==> src/rtl/tcc_defs.vh <==
// shared constants for the timer counter and capture block
`ifndef TCC_DEFS_VH
`define TCC_DEFS_VH
// register addresses on the 8-bit register port
`define TCC_A_CNT_LO     4'h0
`define TCC_A_CNT_HI     4'h1
`define TCC_A_CAP_LO     4'h2
`define TCC_A_CAP_HI     4'h3
`define TCC_A_CTRL_A     4'h4
`define TCC_A_CTRL_B     4'h5
`define TCC_A_FLAGS      4'h6
`define TCC_A_MASK       4'h7
`define TCC_A_CMP_CTRL   4'h8
// control a: mode low bits
`define TCC_CA_WGM_LO    1:0
// control b fields
`define TCC_CB_CS        2:0
`define TCC_CB_WGM_HI    4:3
`define TCC_CB_EDGE      6
`define TCC_CB_FILT      7
// flag and mask bit positions
`define TCC_F_OVF        0
`define TCC_F_CAP        5
// comparator control bit
`define TCC_CC_SEL       2
// counter extremes
`define TCC_MAX          16'hffff
`define TCC_ZERO         16'h0000
// filter sample count
`define TCC_FILT_N       3'h4
// reset values
`define TCC_RST_8        8'h00
`define TCC_RST_16       16'h0000
// modes that take top from the capture register
`define TCC_M_PFC_CAP    4'h8
`define TCC_M_PC_CAP     4'ha
`define TCC_M_CTC_CAP    4'hc
`define TCC_M_FAST_CAP   4'he
// modes counting both ways
`define TCC_M_DUAL_A     4'h1
`define TCC_M_DUAL_D     4'hb
// clock select codes with a fixed meaning
`define TCC_CS_STOP      3'h0
`define TCC_CS_SYS       3'h1
`define TCC_CS_EXT_FALL  3'h6
`define TCC_CS_EXT_RISE  3'h7
// fixed tops of the 8, 9 and 10-bit modes
`define TCC_TOP_8        16'h00ff
`define TCC_TOP_9        16'h01ff
`define TCC_TOP_10       16'h03ff
// other decoded modes
`define TCC_M_DUAL_9     4'h2
`define TCC_M_DUAL_10    4'h3
`define TCC_M_FAST_8     4'h5
`define TCC_M_FAST_9     4'h6
`define TCC_M_FAST_10    4'h7
`define TCC_M_PFC_OTHER  4'h9
// pin bus width and bit positions
`define TCC_N_PINS       3
`define TCC_P_CAP        0
`define TCC_P_CMP        1
`define TCC_P_EXT        2
`endif

==> src/rtl/tcc_sync_edge.v <==
// two-stage synchroniser
`timescale 1ns/100ps
`default_nettype none
module tcc_sync_edge (
	input  wire       clk,
	input  wire       rst,
	input  wire       async_in,
	output wire       sync_out
);
	reg sync1_ff;
	reg sync2_ff;

	// first stage read only by the second
	always @(posedge clk) begin
		if (rst) begin
			sync1_ff <= 1'b0;
			sync2_ff <= 1'b0;
		end else begin
			sync1_ff <= async_in;
			sync2_ff <= sync1_ff;
		end
	end

	assign sync_out = sync2_ff;
endmodule
`default_nettype wire

==> src/rtl/tcc_noise_filter.v <==
// four-sample agreement noise filter
`timescale 1ns/100ps
`include "tcc_defs.vh"
`default_nettype none
module tcc_noise_filter (
	input  wire       clk,
	input  wire       rst,
	input  wire       sample_in,
	output wire       filt_out
);
	reg       out_ff;
	reg [2:0] agree_ff;
	reg       nxt_out;
	reg [2:0] nxt_agree;

	// count samples differing from output, flip on the fourth
	always @* begin
		nxt_out   = out_ff;
		nxt_agree = 3'h0;
		if (sample_in != out_ff) begin
			nxt_agree = agree_ff + 3'h1;
			if (nxt_agree == `TCC_FILT_N) begin
				nxt_out   = sample_in;
				nxt_agree = 3'h0;
			end
		end
	end

	always @(posedge clk) begin
		if (rst) begin
			out_ff   <= 1'b0;
			agree_ff <= 3'h0;
		end else begin
			out_ff   <= nxt_out;
			agree_ff <= nxt_agree;
		end
	end

	assign filt_out = out_ff;
endmodule
`default_nettype wire

==> src/rtl/tcc_timer.v <==
// 16-bit timer counter unit with input capture
// Behaviour
// - each tick counts up, down or clears; top and bottom signalled
// - count seen as high and low byte locations
// - high byte access uses shared latch; low read loads latch
// - low byte write loads all 16 bits using latch as high
// - clock select zero gives no ticks
// - cpu access works with or without ticks
// - cpu write beats clear or count in same cycle
// - four-bit mode split across control b and control a
// - overflow flag set per mode, may request interrupt
// - selected edge copies count into capture register
// - capture flag set in the same cycle as copy
// - capture flag requests irq if enabled; cleared by ack or one-write
// - capture low read loads latch; high read returns latch
// - capture writable only in capture-top modes, high byte first
// - trigger from pin, or comparator when select bit set
// - source switch may capture; software clears flag after
// - both trigger inputs synchronised with same edge detector
// - filter changes only after four agreeing samples
// - filter enable in control b, four cycles delay, system clock
// - trigger inputs off in capture-top modes
// - new capture overwrites unread value
// - capture pin toggled by port output still captures
`timescale 1ns/100ps
`include "tcc_defs.vh"
`default_nettype none
module tcc_timer (
	input  wire       clk,
	input  wire       rst,
	input  wire [3:0] reg_addr,
	input  wire [7:0] reg_wdata,
	input  wire       reg_wr,
	input  wire       reg_rd,
	output reg  [7:0] reg_rdata,
	input  wire       presc_tick,
	input  wire       ext_count_pin,
	input  wire       capture_pin,
	input  wire       comparator_output,
	input  wire       overflow_ack,
	input  wire       capture_ack,
	output wire       overflow_irq,
	output wire       capture_irq,
	output wire       count_top,
	output wire       count_bottom,
	output wire [15:0] timer_count
);
	reg [15:0] count_ff;
	reg [15:0] nxt_count;
	reg [15:0] capture_value_ff;
	reg [15:0] nxt_capture;
	reg [7:0]  latch_ff;
	reg [7:0]  nxt_latch;
	reg [7:0]  timer_control_a_ff;
	reg [7:0]  timer_control_b_ff;
	reg [7:0]  comparator_control_reg_ff;
	reg [7:0]  timer_irq_mask_reg_ff;
	reg        overflow_flag_ff;
	reg        capture_flag_ff;
	reg        down_ff;
	reg        nxt_down;
	reg        trig_prev_ff;
	reg        ext_prev_ff;
	reg        nxt_ovf;
	reg        nxt_cap_flag;
	reg [15:0] top_val;
	reg        count_up;
	reg        count_dn;
	reg        clear_cnt;
	reg        tick_sel;

	wire [3:0] waveform_mode_sel;
	wire       timer_tick;
	wire       cap_sync;
	wire       cmp_sync;
	wire       ext_sync;
	wire       trig_raw;
	wire       trig_filt;
	wire       trig_sel;
	wire       cap_top_mode;
	wire       cap_event;
	wire       cpu_cnt_wr;
	wire       wr_any;
	wire [2:0] pin_async;
	wire [2:0] pin_sync;

	genvar gi;

	// true for modes where the capture register sets top
	function cap_top;
		input [3:0] m;
		begin
			cap_top = (m == `TCC_M_PFC_CAP) || (m == `TCC_M_PC_CAP) ||
				(m == `TCC_M_CTC_CAP) || (m == `TCC_M_FAST_CAP);
		end
	endfunction

	// one edge detector for count pin and capture trigger
	function edge_hit;
		input cur;
		input prev;
		input rising;
		begin
			edge_hit = rising ? (cur && !prev) : (!cur && prev);
		end
	endfunction

	// true for modes that count up to top and back down to zero
	function dual_slope;
		input [3:0] m;
		begin
			dual_slope = (m == `TCC_M_DUAL_A) || (m == `TCC_M_DUAL_9) || (m == `TCC_M_DUAL_10) ||
				(m == `TCC_M_PFC_CAP) || (m == `TCC_M_PFC_OTHER) || (m == `TCC_M_PC_CAP) ||
				(m == `TCC_M_DUAL_D);
		end
	endfunction

	// mode assembled from both control registers
	assign waveform_mode_sel = {timer_control_b_ff[`TCC_CB_WGM_HI], timer_control_a_ff[`TCC_CA_WGM_LO]};
	assign cap_top_mode      = cap_top(waveform_mode_sel);

	// identical two-stage synchronisers for every pin input
	// pin bus order: capture pin, comparator output, count pin
	assign pin_async = {ext_count_pin, comparator_output, capture_pin};
	generate
		for (gi = 0; gi < `TCC_N_PINS; gi = gi + 1) begin : g_sync
			tcc_sync_edge u_sync (
				.clk      (clk),
				.rst      (rst),
				.async_in (pin_async[gi]),
				.sync_out (pin_sync[gi])
			);
		end
	endgenerate
	assign cap_sync = pin_sync[`TCC_P_CAP];
	assign cmp_sync = pin_sync[`TCC_P_CMP];
	assign ext_sync = pin_sync[`TCC_P_EXT];

	assign trig_raw = comparator_control_reg_ff[`TCC_CC_SEL] ? cmp_sync : cap_sync;

	// four-sample filter on the chosen trigger
	tcc_noise_filter u_filt (
		.clk       (clk),
		.rst       (rst),
		.sample_in (trig_raw),
		.filt_out  (trig_filt)
	);

	// filter enable bit selects filtered path
	assign trig_sel = timer_control_b_ff[`TCC_CB_FILT] ? trig_filt : trig_raw;

	// edge select; inputs gated off in capture-top modes
	assign cap_event = !cap_top_mode &&
		edge_hit(trig_sel, trig_prev_ff, timer_control_b_ff[`TCC_CB_EDGE]);

	// tick source per clock select, none when stopped
	always @* begin
		tick_sel = 1'b0;
		case (timer_control_b_ff[`TCC_CB_CS])
			`TCC_CS_STOP:     tick_sel = 1'b0;
			`TCC_CS_SYS:      tick_sel = 1'b1;
			`TCC_CS_EXT_FALL: tick_sel = edge_hit(ext_sync, ext_prev_ff, 1'b0);
			`TCC_CS_EXT_RISE: tick_sel = edge_hit(ext_sync, ext_prev_ff, 1'b1);
			default:          tick_sel = presc_tick;
		endcase
	end
	assign timer_tick = tick_sel;

	assign wr_any     = reg_wr;
	assign cpu_cnt_wr = wr_any && (reg_addr == `TCC_A_CNT_LO);

	// top value for the selected mode
	always @* begin
		top_val = `TCC_MAX;
		case (waveform_mode_sel)
			`TCC_M_DUAL_A, `TCC_M_FAST_8:   top_val = `TCC_TOP_8;
			`TCC_M_DUAL_9, `TCC_M_FAST_9:   top_val = `TCC_TOP_9;
			`TCC_M_DUAL_10, `TCC_M_FAST_10: top_val = `TCC_TOP_10;
			`TCC_M_PFC_CAP, `TCC_M_PC_CAP, `TCC_M_CTC_CAP, `TCC_M_FAST_CAP: top_val = capture_value_ff;
			default: top_val = `TCC_MAX;
		endcase
	end

	always @* begin
		count_up  = 1'b0;
		count_dn  = 1'b0;
		clear_cnt = 1'b0;
		nxt_down  = down_ff;
		nxt_ovf   = 1'b0;
		if (timer_tick) begin
			if (dual_slope(waveform_mode_sel)) begin
				// turn down at top, turn up at zero with overflow
				if (!down_ff && count_ff >= top_val) begin
					nxt_down = 1'b1;
					count_dn = 1'b1;
				end else if (down_ff && count_ff == `TCC_ZERO) begin
					nxt_down = 1'b0;
					count_up = 1'b1;
					nxt_ovf  = 1'b1;
				end else begin
					count_up = !down_ff;
					count_dn = down_ff;
				end
			end else begin
				// single slope: back to zero at top with overflow
				nxt_down = 1'b0;
				if (count_ff >= top_val) begin
					clear_cnt = 1'b1;
					nxt_ovf   = 1'b1;
				end else begin
					count_up = 1'b1;
				end
			end
		end
	end

	// cpu write has priority over tick actions
	always @* begin
		nxt_count = count_ff;
		if (cpu_cnt_wr) begin
			// full load with latched high byte
			nxt_count = {latch_ff, reg_wdata};
		end else if (clear_cnt) begin
			nxt_count = `TCC_ZERO;
		end else if (count_up) begin
			nxt_count = count_ff + 16'h0001;
		end else if (count_dn) begin
			nxt_count = count_ff - 16'h0001;
		end
	end

	// shared latch update on high writes and low reads
	always @* begin
		nxt_latch = latch_ff;
		if (wr_any && (reg_addr == `TCC_A_CNT_HI || reg_addr == `TCC_A_CAP_HI)) begin
			nxt_latch = reg_wdata;
		end else if (reg_rd && reg_addr == `TCC_A_CNT_LO) begin
			nxt_latch = count_ff[15:8];
		end else if (reg_rd && reg_addr == `TCC_A_CAP_LO) begin
			nxt_latch = capture_value_ff[15:8];
		end
	end

	always @* begin
		nxt_capture = capture_value_ff;
		if (cap_event) begin
			nxt_capture = count_ff;
		end else if (wr_any && reg_addr == `TCC_A_CAP_LO && cap_top_mode) begin
			nxt_capture = {latch_ff, reg_wdata};
		end
	end

	// flag set wins over ack or one-write clear
	always @* begin
		nxt_cap_flag = capture_flag_ff;
		if (capture_ack || (wr_any && reg_addr == `TCC_A_FLAGS && reg_wdata[`TCC_F_CAP])) begin
			nxt_cap_flag = 1'b0;
		end
		// flag set in the copy cycle
		if (cap_event) begin
			nxt_cap_flag = 1'b1;
		end
	end

	// state registers
	always @(posedge clk) begin
		if (rst) begin
			count_ff                  <= `TCC_RST_16;
			capture_value_ff          <= `TCC_RST_16;
			latch_ff                  <= `TCC_RST_8;
			timer_control_a_ff        <= `TCC_RST_8;
			timer_control_b_ff        <= `TCC_RST_8;
			comparator_control_reg_ff <= `TCC_RST_8;
			timer_irq_mask_reg_ff     <= `TCC_RST_8;
			overflow_flag_ff          <= 1'b0;
			capture_flag_ff           <= 1'b0;
			down_ff                   <= 1'b0;
			trig_prev_ff              <= 1'b0;
			ext_prev_ff               <= 1'b0;
		end else begin
			// count updates independent of tick presence
			count_ff         <= nxt_count;
			capture_value_ff <= nxt_capture;
			latch_ff         <= nxt_latch;
			down_ff          <= nxt_down;
			capture_flag_ff  <= nxt_cap_flag;
			trig_prev_ff     <= trig_sel;
			ext_prev_ff      <= ext_sync;
			// overflow flag set at mode-defined point, set beats clear
			if (nxt_ovf && !cpu_cnt_wr) begin
				overflow_flag_ff <= 1'b1;
			end else if (overflow_ack || (wr_any && reg_addr == `TCC_A_FLAGS && reg_wdata[`TCC_F_OVF])) begin
				overflow_flag_ff <= 1'b0;
			end
			if (wr_any && reg_addr == `TCC_A_CTRL_A) begin
				timer_control_a_ff <= reg_wdata;
			end
			if (wr_any && reg_addr == `TCC_A_CTRL_B) begin
				timer_control_b_ff <= reg_wdata;
			end
			if (wr_any && reg_addr == `TCC_A_MASK) begin
				timer_irq_mask_reg_ff <= reg_wdata;
			end
			// source switch edge left to software to clear
			if (wr_any && reg_addr == `TCC_A_CMP_CTRL) begin
				comparator_control_reg_ff <= reg_wdata;
			end
		end
	end

	// read mux, high locations return latch
	always @* begin
		reg_rdata = 8'h00;
		case (reg_addr)
			`TCC_A_CNT_LO:   reg_rdata = count_ff[7:0];
			`TCC_A_CNT_HI:   reg_rdata = latch_ff;
			`TCC_A_CAP_LO:   reg_rdata = capture_value_ff[7:0];
			`TCC_A_CAP_HI:   reg_rdata = latch_ff;
			`TCC_A_CTRL_A:   reg_rdata = timer_control_a_ff;
			`TCC_A_CTRL_B:   reg_rdata = timer_control_b_ff;
			`TCC_A_FLAGS:    reg_rdata = {2'h0, capture_flag_ff, 4'h0, overflow_flag_ff};
			`TCC_A_MASK:     reg_rdata = timer_irq_mask_reg_ff;
			`TCC_A_CMP_CTRL: reg_rdata = comparator_control_reg_ff;
			default:         reg_rdata = 8'h00;
		endcase
	end

	// interrupt requests gated by mask bits
	assign overflow_irq = overflow_flag_ff && timer_irq_mask_reg_ff[`TCC_F_OVF];
	assign capture_irq  = capture_flag_ff && timer_irq_mask_reg_ff[`TCC_F_CAP];
	assign count_top    = (count_ff == top_val);
	assign count_bottom = (count_ff == `TCC_ZERO);
	assign timer_count  = count_ff;
endmodule
`default_nettype wire

==> config.mk <==
export PLATFORM = sky130hd
export DESIGN_NAME = tcc_timer
export DESIGN_NICKNAME = d
export VERILOG_FILES = /design/src/rtl/tcc_sync_edge.v /design/src/rtl/tcc_noise_filter.v /design/src/rtl/tcc_timer.v
export VERILOG_INCLUDE_DIRS = /design/src /design/src/rtl
export SDC_FILE = /design/constraint.sdc
export NUM_CORES = 1
export LEC_CHECK = 0
export ABC_CLOCK_PERIOD_IN_PS = 4100
export BUFFER_PORTS_ARGS = -buffer_cell sky130_fd_sc_hd__buf_2
export CORE_MARGIN = 3
export CORE_UTILIZATION = 54
export CTS_CLUSTER_SIZE = 28
export DETAILED_ROUTE_END_ITERATION = 10
export MAX_ROUTING_LAYER = met4
export PLACE_DENSITY_LB_ADDON = 0.05
export SYNTH_ARGS = -nofsm -noshare
export SYNTH_HDL_FRONTEND = slang
export SYNTH_SLANG_ARGS = --single-unit
==> constraint.sdc <==
create_clock -name clk -period 4.1 [get_ports clk]
set_input_delay 0.615 -clock clk [delete_from_list [all_inputs] [get_ports clk]]
set_output_delay 0.615 -clock clk [all_outputs]
set_load 0.05 [all_outputs]
==> results by group, run 1 <==
Global routing
  – Initial antenna violation count: 0
  – Largest net degree at the start of global routing: 48
  – Vias in the first global route: 4960
  – Total congestion overflow: 0
  – Global-route wire length before repair: 26440 um
  – GRT Overall Usage: 30.68%

Critical path
  – Worst reg2reg path depth: 18
  – Worst-path fanout max: 7
  – CP required: 4.38 ns
  – Reg-to-reg startpoint: timer_control_a_ff[0]$_SDFFE_PP0P_
  – Worst reg2reg setup slack: 0.05 ns
  – Crit path kind: flop to flop
  – CP arrival: 4.33 ns
  – Worst R2R End: timer_count[15]$_SDFFE_PP0P_
  – Crit start category: flop
  – Crit end category: flop

Synth
  – Yosys reg bits: 87
  – Count of cell types in the netlist: 66
  – Ys Warns: 0
  – Avg Cell Area, Syn: 8.226 um^2
  – Ys async rst share: 0%
  – Synth Instances: 646
  – Main flop type after synthesis: dfxtp_1
  – Post-synthesis instance area: 0.005314 mm^2
  – Sequential area share after synthesis: 32.78%
  – Mapped Nets: 704
  – Number of synthesized flops with an enable pin: 0

Pwr
  – Power Total: 0.001961 W
  – VDD IR-drop max: 0.2114 mV
  – Leak pwr: 2.607 nW
  – P per Cell Area: 303.1 mW/mm^2

Die
  – Core area: 0.009415 mm^2
  – I/O pin cnt: 50
  – Die area: 0.01107 mm^2
  – Die H: 105.2 um
  – Initial Util: 56.44%
  – Row cnt: 35
  – DIE WIDTH: 105.2 um

Timing
  – Setup-failing EPs final: 0
  – Setup Skew: 0.01374 ns
  – Worst hold slack: 0.4471 ns
  – Crit share post-route: 98.79%
  – Measured slew at the worst slew-check pin: 1.014 ns
  – RSZ-0062 raised after global routing: true
  – Worst slew margin: 32.35%
  – Final Max Tran Viols: 0
  – Fin. Hold Viols: 0
  – Max Freq: 246.9 MHz
  – Min Tclk post-route: 4.051 ns

CTS
  – CTS clk-pin slew, worst paths: 0.10 ns
  – Maximum clock insertion buffer count: 2
  – H-tree Lvls: 3
  – CTS tree: built
  – Clock Tree Root: clkbuf_8
  – Clk sinks: 87
  – Clock Latency Late Sink: 0.36 ns
  – Num CTS Buffers: 9

Route
  – Antenna viol nets, final: 0
  – Post-detailed-route via-to-cell ratio: 6.257
  – DR pass1 iterations: 9
  – Total Wirelength: 16750 um
  – DRC Markers: 0
  – Initial drt markers: 495
  – WL/cell: 19.50 um
  – Vias: 5375

Finish
  – Fin util: 68.70%
  – Layout area overhead: 21.73%
  – Multi-input logic area: 0.003601 mm^2
  – Antenna cell count: 0
  – Final nets: 783
  – Share of cells above drive strength 1: 24.52%
  – # fillers: 806
  – Final instance area: 0.006469 mm^2
  – FF/Latch Area: 0.001745 mm^2

Hold path
  – Worst Hold Launch: g_sync[0].u_sync.sync1_ff$_SDFF_PP0_
  – Hold Path Sink: g_sync[0].u_sync.sync_out$_SDFF_PP0_
  – Hold/Removal Path Class: flop to flop
  – Hold path depth: 1

Placement
  – GP Congestion: 0.9542
  – Dpl cell area: 0.005932 mm^2
  – Detailed placement HPWL: 12190 um
  – IO Port Bufs: 49

Status
  – Status: finished, final reports clean

Flow run
  – Max Cap Violations: 0
[layout make-up]
class | count | share of cell area, %
Multi-Input combinational cell | 506 | 55.67
Sequential cell | 87 | 26.98
Timing Repair Buffer | 110 | 11.35
Tap cell | 129 | 2.495
Clock buffer | 9 | 1.915
Clock inverter | 7 | 0.8317
Inverter | 10 | 0.6576
Timing Repair inverter | 1 | 0.09671
[worst max path at each step]
stage                                            start                           end  slack [ns]  cells after the start
floorplan           timer_control_a_ff[0]$_SDFFE_PP0P_  timer_count[15]$_SDFFE_PP0P_      0.0005                     19
global route        timer_control_a_ff[0]$_SDFFE_PP0P_  timer_count[12]$_SDFFE_PP0P_       -0.10                     18
finish              timer_control_a_ff[0]$_SDFFE_PP0P_  timer_count[15]$_SDFFE_PP0P_        0.05                     18
CTS                 timer_control_a_ff[0]$_SDFFE_PP0P_  timer_count[12]$_SDFFE_PP0P_       0.009                     19
global placement    timer_control_a_ff[0]$_SDFFE_PP0P_  timer_count[15]$_SDFFE_PP0P_      -0.003                     18
detailed placement  timer_control_a_ff[0]$_SDFFE_PP0P_  timer_count[15]$_SDFFE_PP0P_       -0.09                     17
[layer usage]
| layer | global-route usage (%) | share of wire (%) | vias up |
|---|---|---|---|
| li1 | - | - | 2555 |
| met1 | 39.95 | 43 | 2570 |
| met2 | 48.36 | 47 | 220 |
| met3 | 5.374 | 7.9 | 30 |
| met4 | 9.934 | 2.0 | 0 |
| met5 | - | 0 | - |
[cells in the mapped netlist, types with 3 or more instances]
| cell type | number | area [um^2] |
|---|---|---|
| dfxtp_1 | 87 | 1742 |
| nand3_1 | 47 | 235.2 |
| nor2b_1 | 14 | 87.58 |
| o21ai_0 | 13 | 65.06 |
| mux2i_1 | 26 | 260.3 |
| buf_2 | 8 | 40.04 |
| ha_1 | 35 | 437.9 |
| o21bai_1 | 3 | 22.52 |
| inv_1 | 10 | 37.54 |
| o21ai_1 | 4 | 20.02 |
| nand2b_1 | 3 | 18.77 |
| o211ai_1 | 6 | 45.04 |
| xnor2_1 | 8 | 70.07 |
| a211oi_1 | 19 | 142.6 |
| and3_1 | 10 | 62.56 |
| a21oi_1 | 57 | 285.3 |
| xor2_1 | 4 | 35.03 |
| nor3_1 | 13 | 65.06 |
| nand3b_1 | 10 | 75.07 |
| nor2_1 | 66 | 247.7 |
| a221oi_1 | 16 | 140.1 |
| a31oi_1 | 12 | 75.07 |
| a222oi_1 | 14 | 140.1 |
| nor4_1 | 8 | 50.05 |
| nand2_1 | 62 | 232.7 |
| nand4_1 | 4 | 25.02 |
| clkbuf_1 | 29 | 108.9 |
| a21o_1 | 5 | 37.54 |
| and2_1 | 6 | 37.54 |
| buf_4 | 3 | 22.52 |
| or2_2 | 3 | 18.77 |
[metrics by stage]
stage | TNS, ns | setup WS, ns | cells
2_1_floorplan | 0 | 0.0004716 | 646
3_3_place_gp | -0.003482 | -0.003482 | 835
3_5_place_dp | -0.2317 | -0.08893 | 835
4_1_cts | 0 | 0.009003 | 851
5_1_grt | -0.3537 | -0.1049 | 859
6_report | 0 | 0.04949 | 859
[kinds of logic (layout without fill, tap and decap cells)]
logic type	after synthesis	in the layout	synth area share [%]
mux	27	27	5.109
fa+ha+maj	36	36	8.618
compound gates	170	170	22.25
flops	87	87	32.78
simple gates	261	261	24.68
xor+xnor	12	12	1.978
buf+inv	53	137	4.591
[critical path, cell delays in order, from the launching register on]
cell and delay, ns:
dfxtp_2 0.35, nand2b_4 0.17, or2_4 0.26, ha_4 0.21, nand2b_4 0.13, a221o_1 0.35
a21oi_4 0.22, a31oi_4 0.13, nor2_4 0.21, clkinv_4 0.14, ha_4 0.31, a21o_1 0.12
a31oi_1 0.04, buf_4 0.15, and4_4 0.18, o41ai_4 0.33, or3b_1 0.39, and2_4 0.15
o221ai_2 0.10
[report_power, final]
| group | switching (W) | internal (W) | leakage (nW) |
|---|---|---|---|
| Clock | 0.000333 | 0.000228 | 0.0948 |
| Combinational | 0.000298 | 0.000205 | 1.81 |
| Sequential | 0.0000259 | 0.000870 | 0.707 |
| Total | 0.000658 | 0.00130 | 2.61 |
[registers in the layout, summed over array words and instances (netlist names)]
register,flops
capture_value_ff,16
timer_count,16
comparator_control_reg_ff,8
latch_ff,8
timer_control_a_ff,8
timer_control_b_ff,8
timer_irq_mask_reg_ff,8
g_sync.u_sync.sync1_ff,3
g_sync.u_sync.sync_out,3
u_filt.agree_ff,3
capture_flag_ff,1
down_ff,1
ext_prev_ff,1
overflow_flag_ff,1
trig_prev_ff,1
u_filt.filt_out,1
[cell usage in the layout (no fill, tap or decap), types with 10 or more instances in the layout]
master | synthesis | final
a211oi_1 | 19 | 18
nor2b_1 | 14 | 14
nand2_1 | 62 | 62
nand3_1 | 47 | 47
dfxtp_1 | 87 | 84
nor3_1 | 13 | 11
a21oi_1 | 57 | 53
ha_1 | 35 | 24
a222oi_1 | 14 | 14
a221oi_1 | 16 | 15
mux2i_1 | 26 | 26
ha_4 | 0 | 11
nor2_1 | 66 | 64
buf_2 | 8 | 49
buf_4 | 3 | 56
a31oi_1 | 12 | 12
nand3b_1 | 10 | 10
[what timing repair did]
| action | CTS | global route |
|---|---|---|
| hold buffers | 0 | 0 |
| resized for setup | 6 | 47 |
| setup buffers | 0 | 7 |
| endpoints found under the setup margin | 4 | 6 |
| gates cloned | 0 | 1 |
| pin swaps | 1 | 31 |
Power figures use the tool's default switching activity.
==> inputs of run 2 (changes only) <==
Settings changed: CORE_ASPECT_RATIO from default to 1.75, CORE_MARGIN 3 to default.
==> results by group, run 2 (synthesized netlist as in run 1, its figures left out) <==
Route
  – WL/cell: 21.07 um
  – Post-detailed-route via-to-cell ratio: 6.473
  – Antenna viol nets, final: 0
  – Vias: 5534
  – Total Wirelength: 18010 um
  – DRC Markers: 0
  – Initial drt markers: 565
  – DR pass1 iterations: 6

Finish
  – Most common cell after layout, fill and taps aside: dfxtp_1
  – Fin util: 68.94%
  – Final instance area: 0.006568 mm^2
  – Non-Filler Instances: 855
  – Final nets: 786
  – Layout area overhead: 23.59%
  – Share of cells above drive strength 1: 24.01%
  – Commonest cells after routing, fill and taps aside: dfxtp_1 (84), nor2_1 (63), nand2_1 (62)
  – Antenna cell count: 0

CTS
  – Clk sinks: 87
  – CTS Hold Buffers Added: 0
  – Clock Latency Late Sink: 0.35 ns
  – Clock Tree Root: clkbuf_16
  – CTS tree: built
  – H-tree Lvls: 3
  – Num CTS Buffers: 9
  – Maximum clock insertion buffer count: 2
  – CTS clk-pin slew, worst paths: 0.06 ns

Critical path
  – Worst reg2reg setup slack: 0.02 ns
  – Crit end category: flop
  – CP arrival: 4.35 ns
  – Crit path launch: timer_control_a_ff[0]$_SDFFE_PP0P_
  – Reg-to-reg startpoint: timer_control_a_ff[0]$_SDFFE_PP0P_
  – CP required: 4.37 ns
  – Worst reg2reg path depth: 18
  – Cells along the critical path: nand2b_4 > buf_6 > nor2_4 > ha_4 > and3_4 > a221o_1 > a21oi_4 > a31oi_4 > nor2_4 > clkinvlp_4 > ha_4 > a21o_4 > nand4_4 > and4_4 > o41ai_4 > or3b_1 > and2_4 > o221ai_2
  – CP max stage cell: or3b_1
  – CP peak stage delay: 0.40 ns
  – Crit start category: flop
  – Critical Path Sink: timer_count[15]$_SDFFE_PP0P_
  – Crit path kind: flop to flop
  – Worst-path fanout max: 6
  – Worst R2R End: timer_count[15]$_SDFFE_PP0P_

Timing
  – Max Freq: 245.2 MHz
  – RSZ-0062 raised after global routing: true
  – Setup-failing EPs final: 0
  – Setup ws final: 0.02231 ns
  – Final Max Tran Viols: 0
  – Min Tclk post-route: 4.078 ns
  – Crit share post-route: 99.46%
  – Measured slew at the worst slew-check pin: 0.8038 ns
  – Setup Skew: 0.008186 ns
  – Worst slew margin: 46.01%
  – Fin. Hold Viols: 0

Flow run
  – Max Cap Violations: 0

Placement
  – Detailed placement HPWL: 13200 um
  – Pre-CTS WS: -0.1868 ns
  – IO Port Bufs: 49
  – GP Congestion: 1.011
  – Dpl cell area: 0.005943 mm^2
  – Post-Place Cells: 829

Pwr
  – VDD IR-drop max: 0.2503 mV
  – P per Cell Area: 342.4 mW/mm^2
  – Leak pwr: 2.670 nW
  – Power Total: 0.002249 W

Global routing
  – GRT Overall Usage: 36.55%
  – Initial antenna violation count: 0
  – Vias in the first global route: 5329
  – Total congestion overflow: 0
  – Largest net degree at the start of global routing: 65
  – Global-route wire length before repair: 28120 um

Hold path
  – Hold/Removal Path Class: flop to flop

Die
  – Die area: 0.01026 mm^2
  – DIE WIDTH: 76.99 um
  – Die H: 133.2 um
  – Row cnt: 47
  – I/O pin cnt: 50
  – Core area: 0.009527 mm^2
  – Initial Util: 55.78%

Status
  – Status: finished, final reports clean
[run 2: changes by cell type in the layout (fill, tap and decap cells not counted), sizes merged]
cell / before / now
buf: 110 / 113
inv: 14 / 11
clkbuf: 9 / 11
clkinv: 4 / 2
clkinvlp: 0 / 2
bufinv: 0 / 1
[run 2: final cells by class]
cell class | count | area [um^2]
multi-input combinational | 506 | 3557
inverter | 10 | 40.04
sequential | 87 | 1748
tap | 122 | 152.6
timing repair buffer | 113 | 745.7
clock inverter | 5 | 63.81
timing repair inverter | 1 | 7.507
fill | 804 | 2959
clock buffer | 11 | 252.7
[run 2: repair_timing]
item,4_1_cts,5_1_grt
gates cloned,1,0
pin swaps,15,18
buffers inserted,6,3
gates resized for setup,29,14
endpoints found under the setup margin,5,8
[run 2: critical path: cells and delay by family (launching register included)]
family                   cells  cell delay, ns
flip-flops                   1            0.36
adder cells (fa/ha/maj)      2            0.54
AO/OA/AOI/OAI                6            1.20
AND/OR/NAND/NOR              8            1.50
buffers and inverters        2            0.39
[run 2: per-stage QoR]
stage	hold WS, ns	setup TNS [ns]
after floorplan	0.4138	0
after detailed placement	0.4242	-0.5754
after global placement	0.4147	-0.09460
final	0.4364	0
after global routing	0.4578	-0.1816
after CTS	0.4387	0
[run 2: layer usage]
layer  vias to the layer above  GRT usage (%)  routed length, um
met5                         -              -                  0
met4                         0          24.00               1163
met3                        69          4.384                780
met2                       225          64.48               9374
met1                      2669          37.67               6694
li1                       2571              -                  -
[run 2: worst min path at each step]
stage | start | endpoint | slack, ns | cells after the start
CTS | g_sync[2].u_sync.sync1_ff$_SDFF_PP0_ | g_sync[2].u_sync.sync_out$_SDFF_PP0_ | 0.44 | 1
detailed placement | g_sync[2].u_sync.sync1_ff$_SDFF_PP0_ | g_sync[2].u_sync.sync_out$_SDFF_PP0_ | 0.42 | 1
global route | g_sync[2].u_sync.sync1_ff$_SDFF_PP0_ | g_sync[2].u_sync.sync_out$_SDFF_PP0_ | 0.46 | 1
global placement | g_sync[0].u_sync.sync1_ff$_SDFF_PP0_ | g_sync[0].u_sync.sync_out$_SDFF_PP0_ | 0.41 | 1
finish | g_sync[2].u_sync.sync1_ff$_SDFF_PP0_ | g_sync[2].u_sync.sync_out$_SDFF_PP0_ | 0.44 | 1
floorplan | g_sync[0].u_sync.sync1_ff$_SDFF_PP0_ | g_sync[0].u_sync.sync_out$_SDFF_PP0_ | 0.41 | 1
[run 2: power breakdown]
group / total [W] / leakage, nW / switching [W] / internal (W)
Clock: 0.000862 / 0.152 / 0.000352 / 0.000510
Combinational: 0.000484 / 1.81 / 0.000287 / 0.000197
Sequential: 0.000903 / 0.707 / 0.0000334 / 0.000870
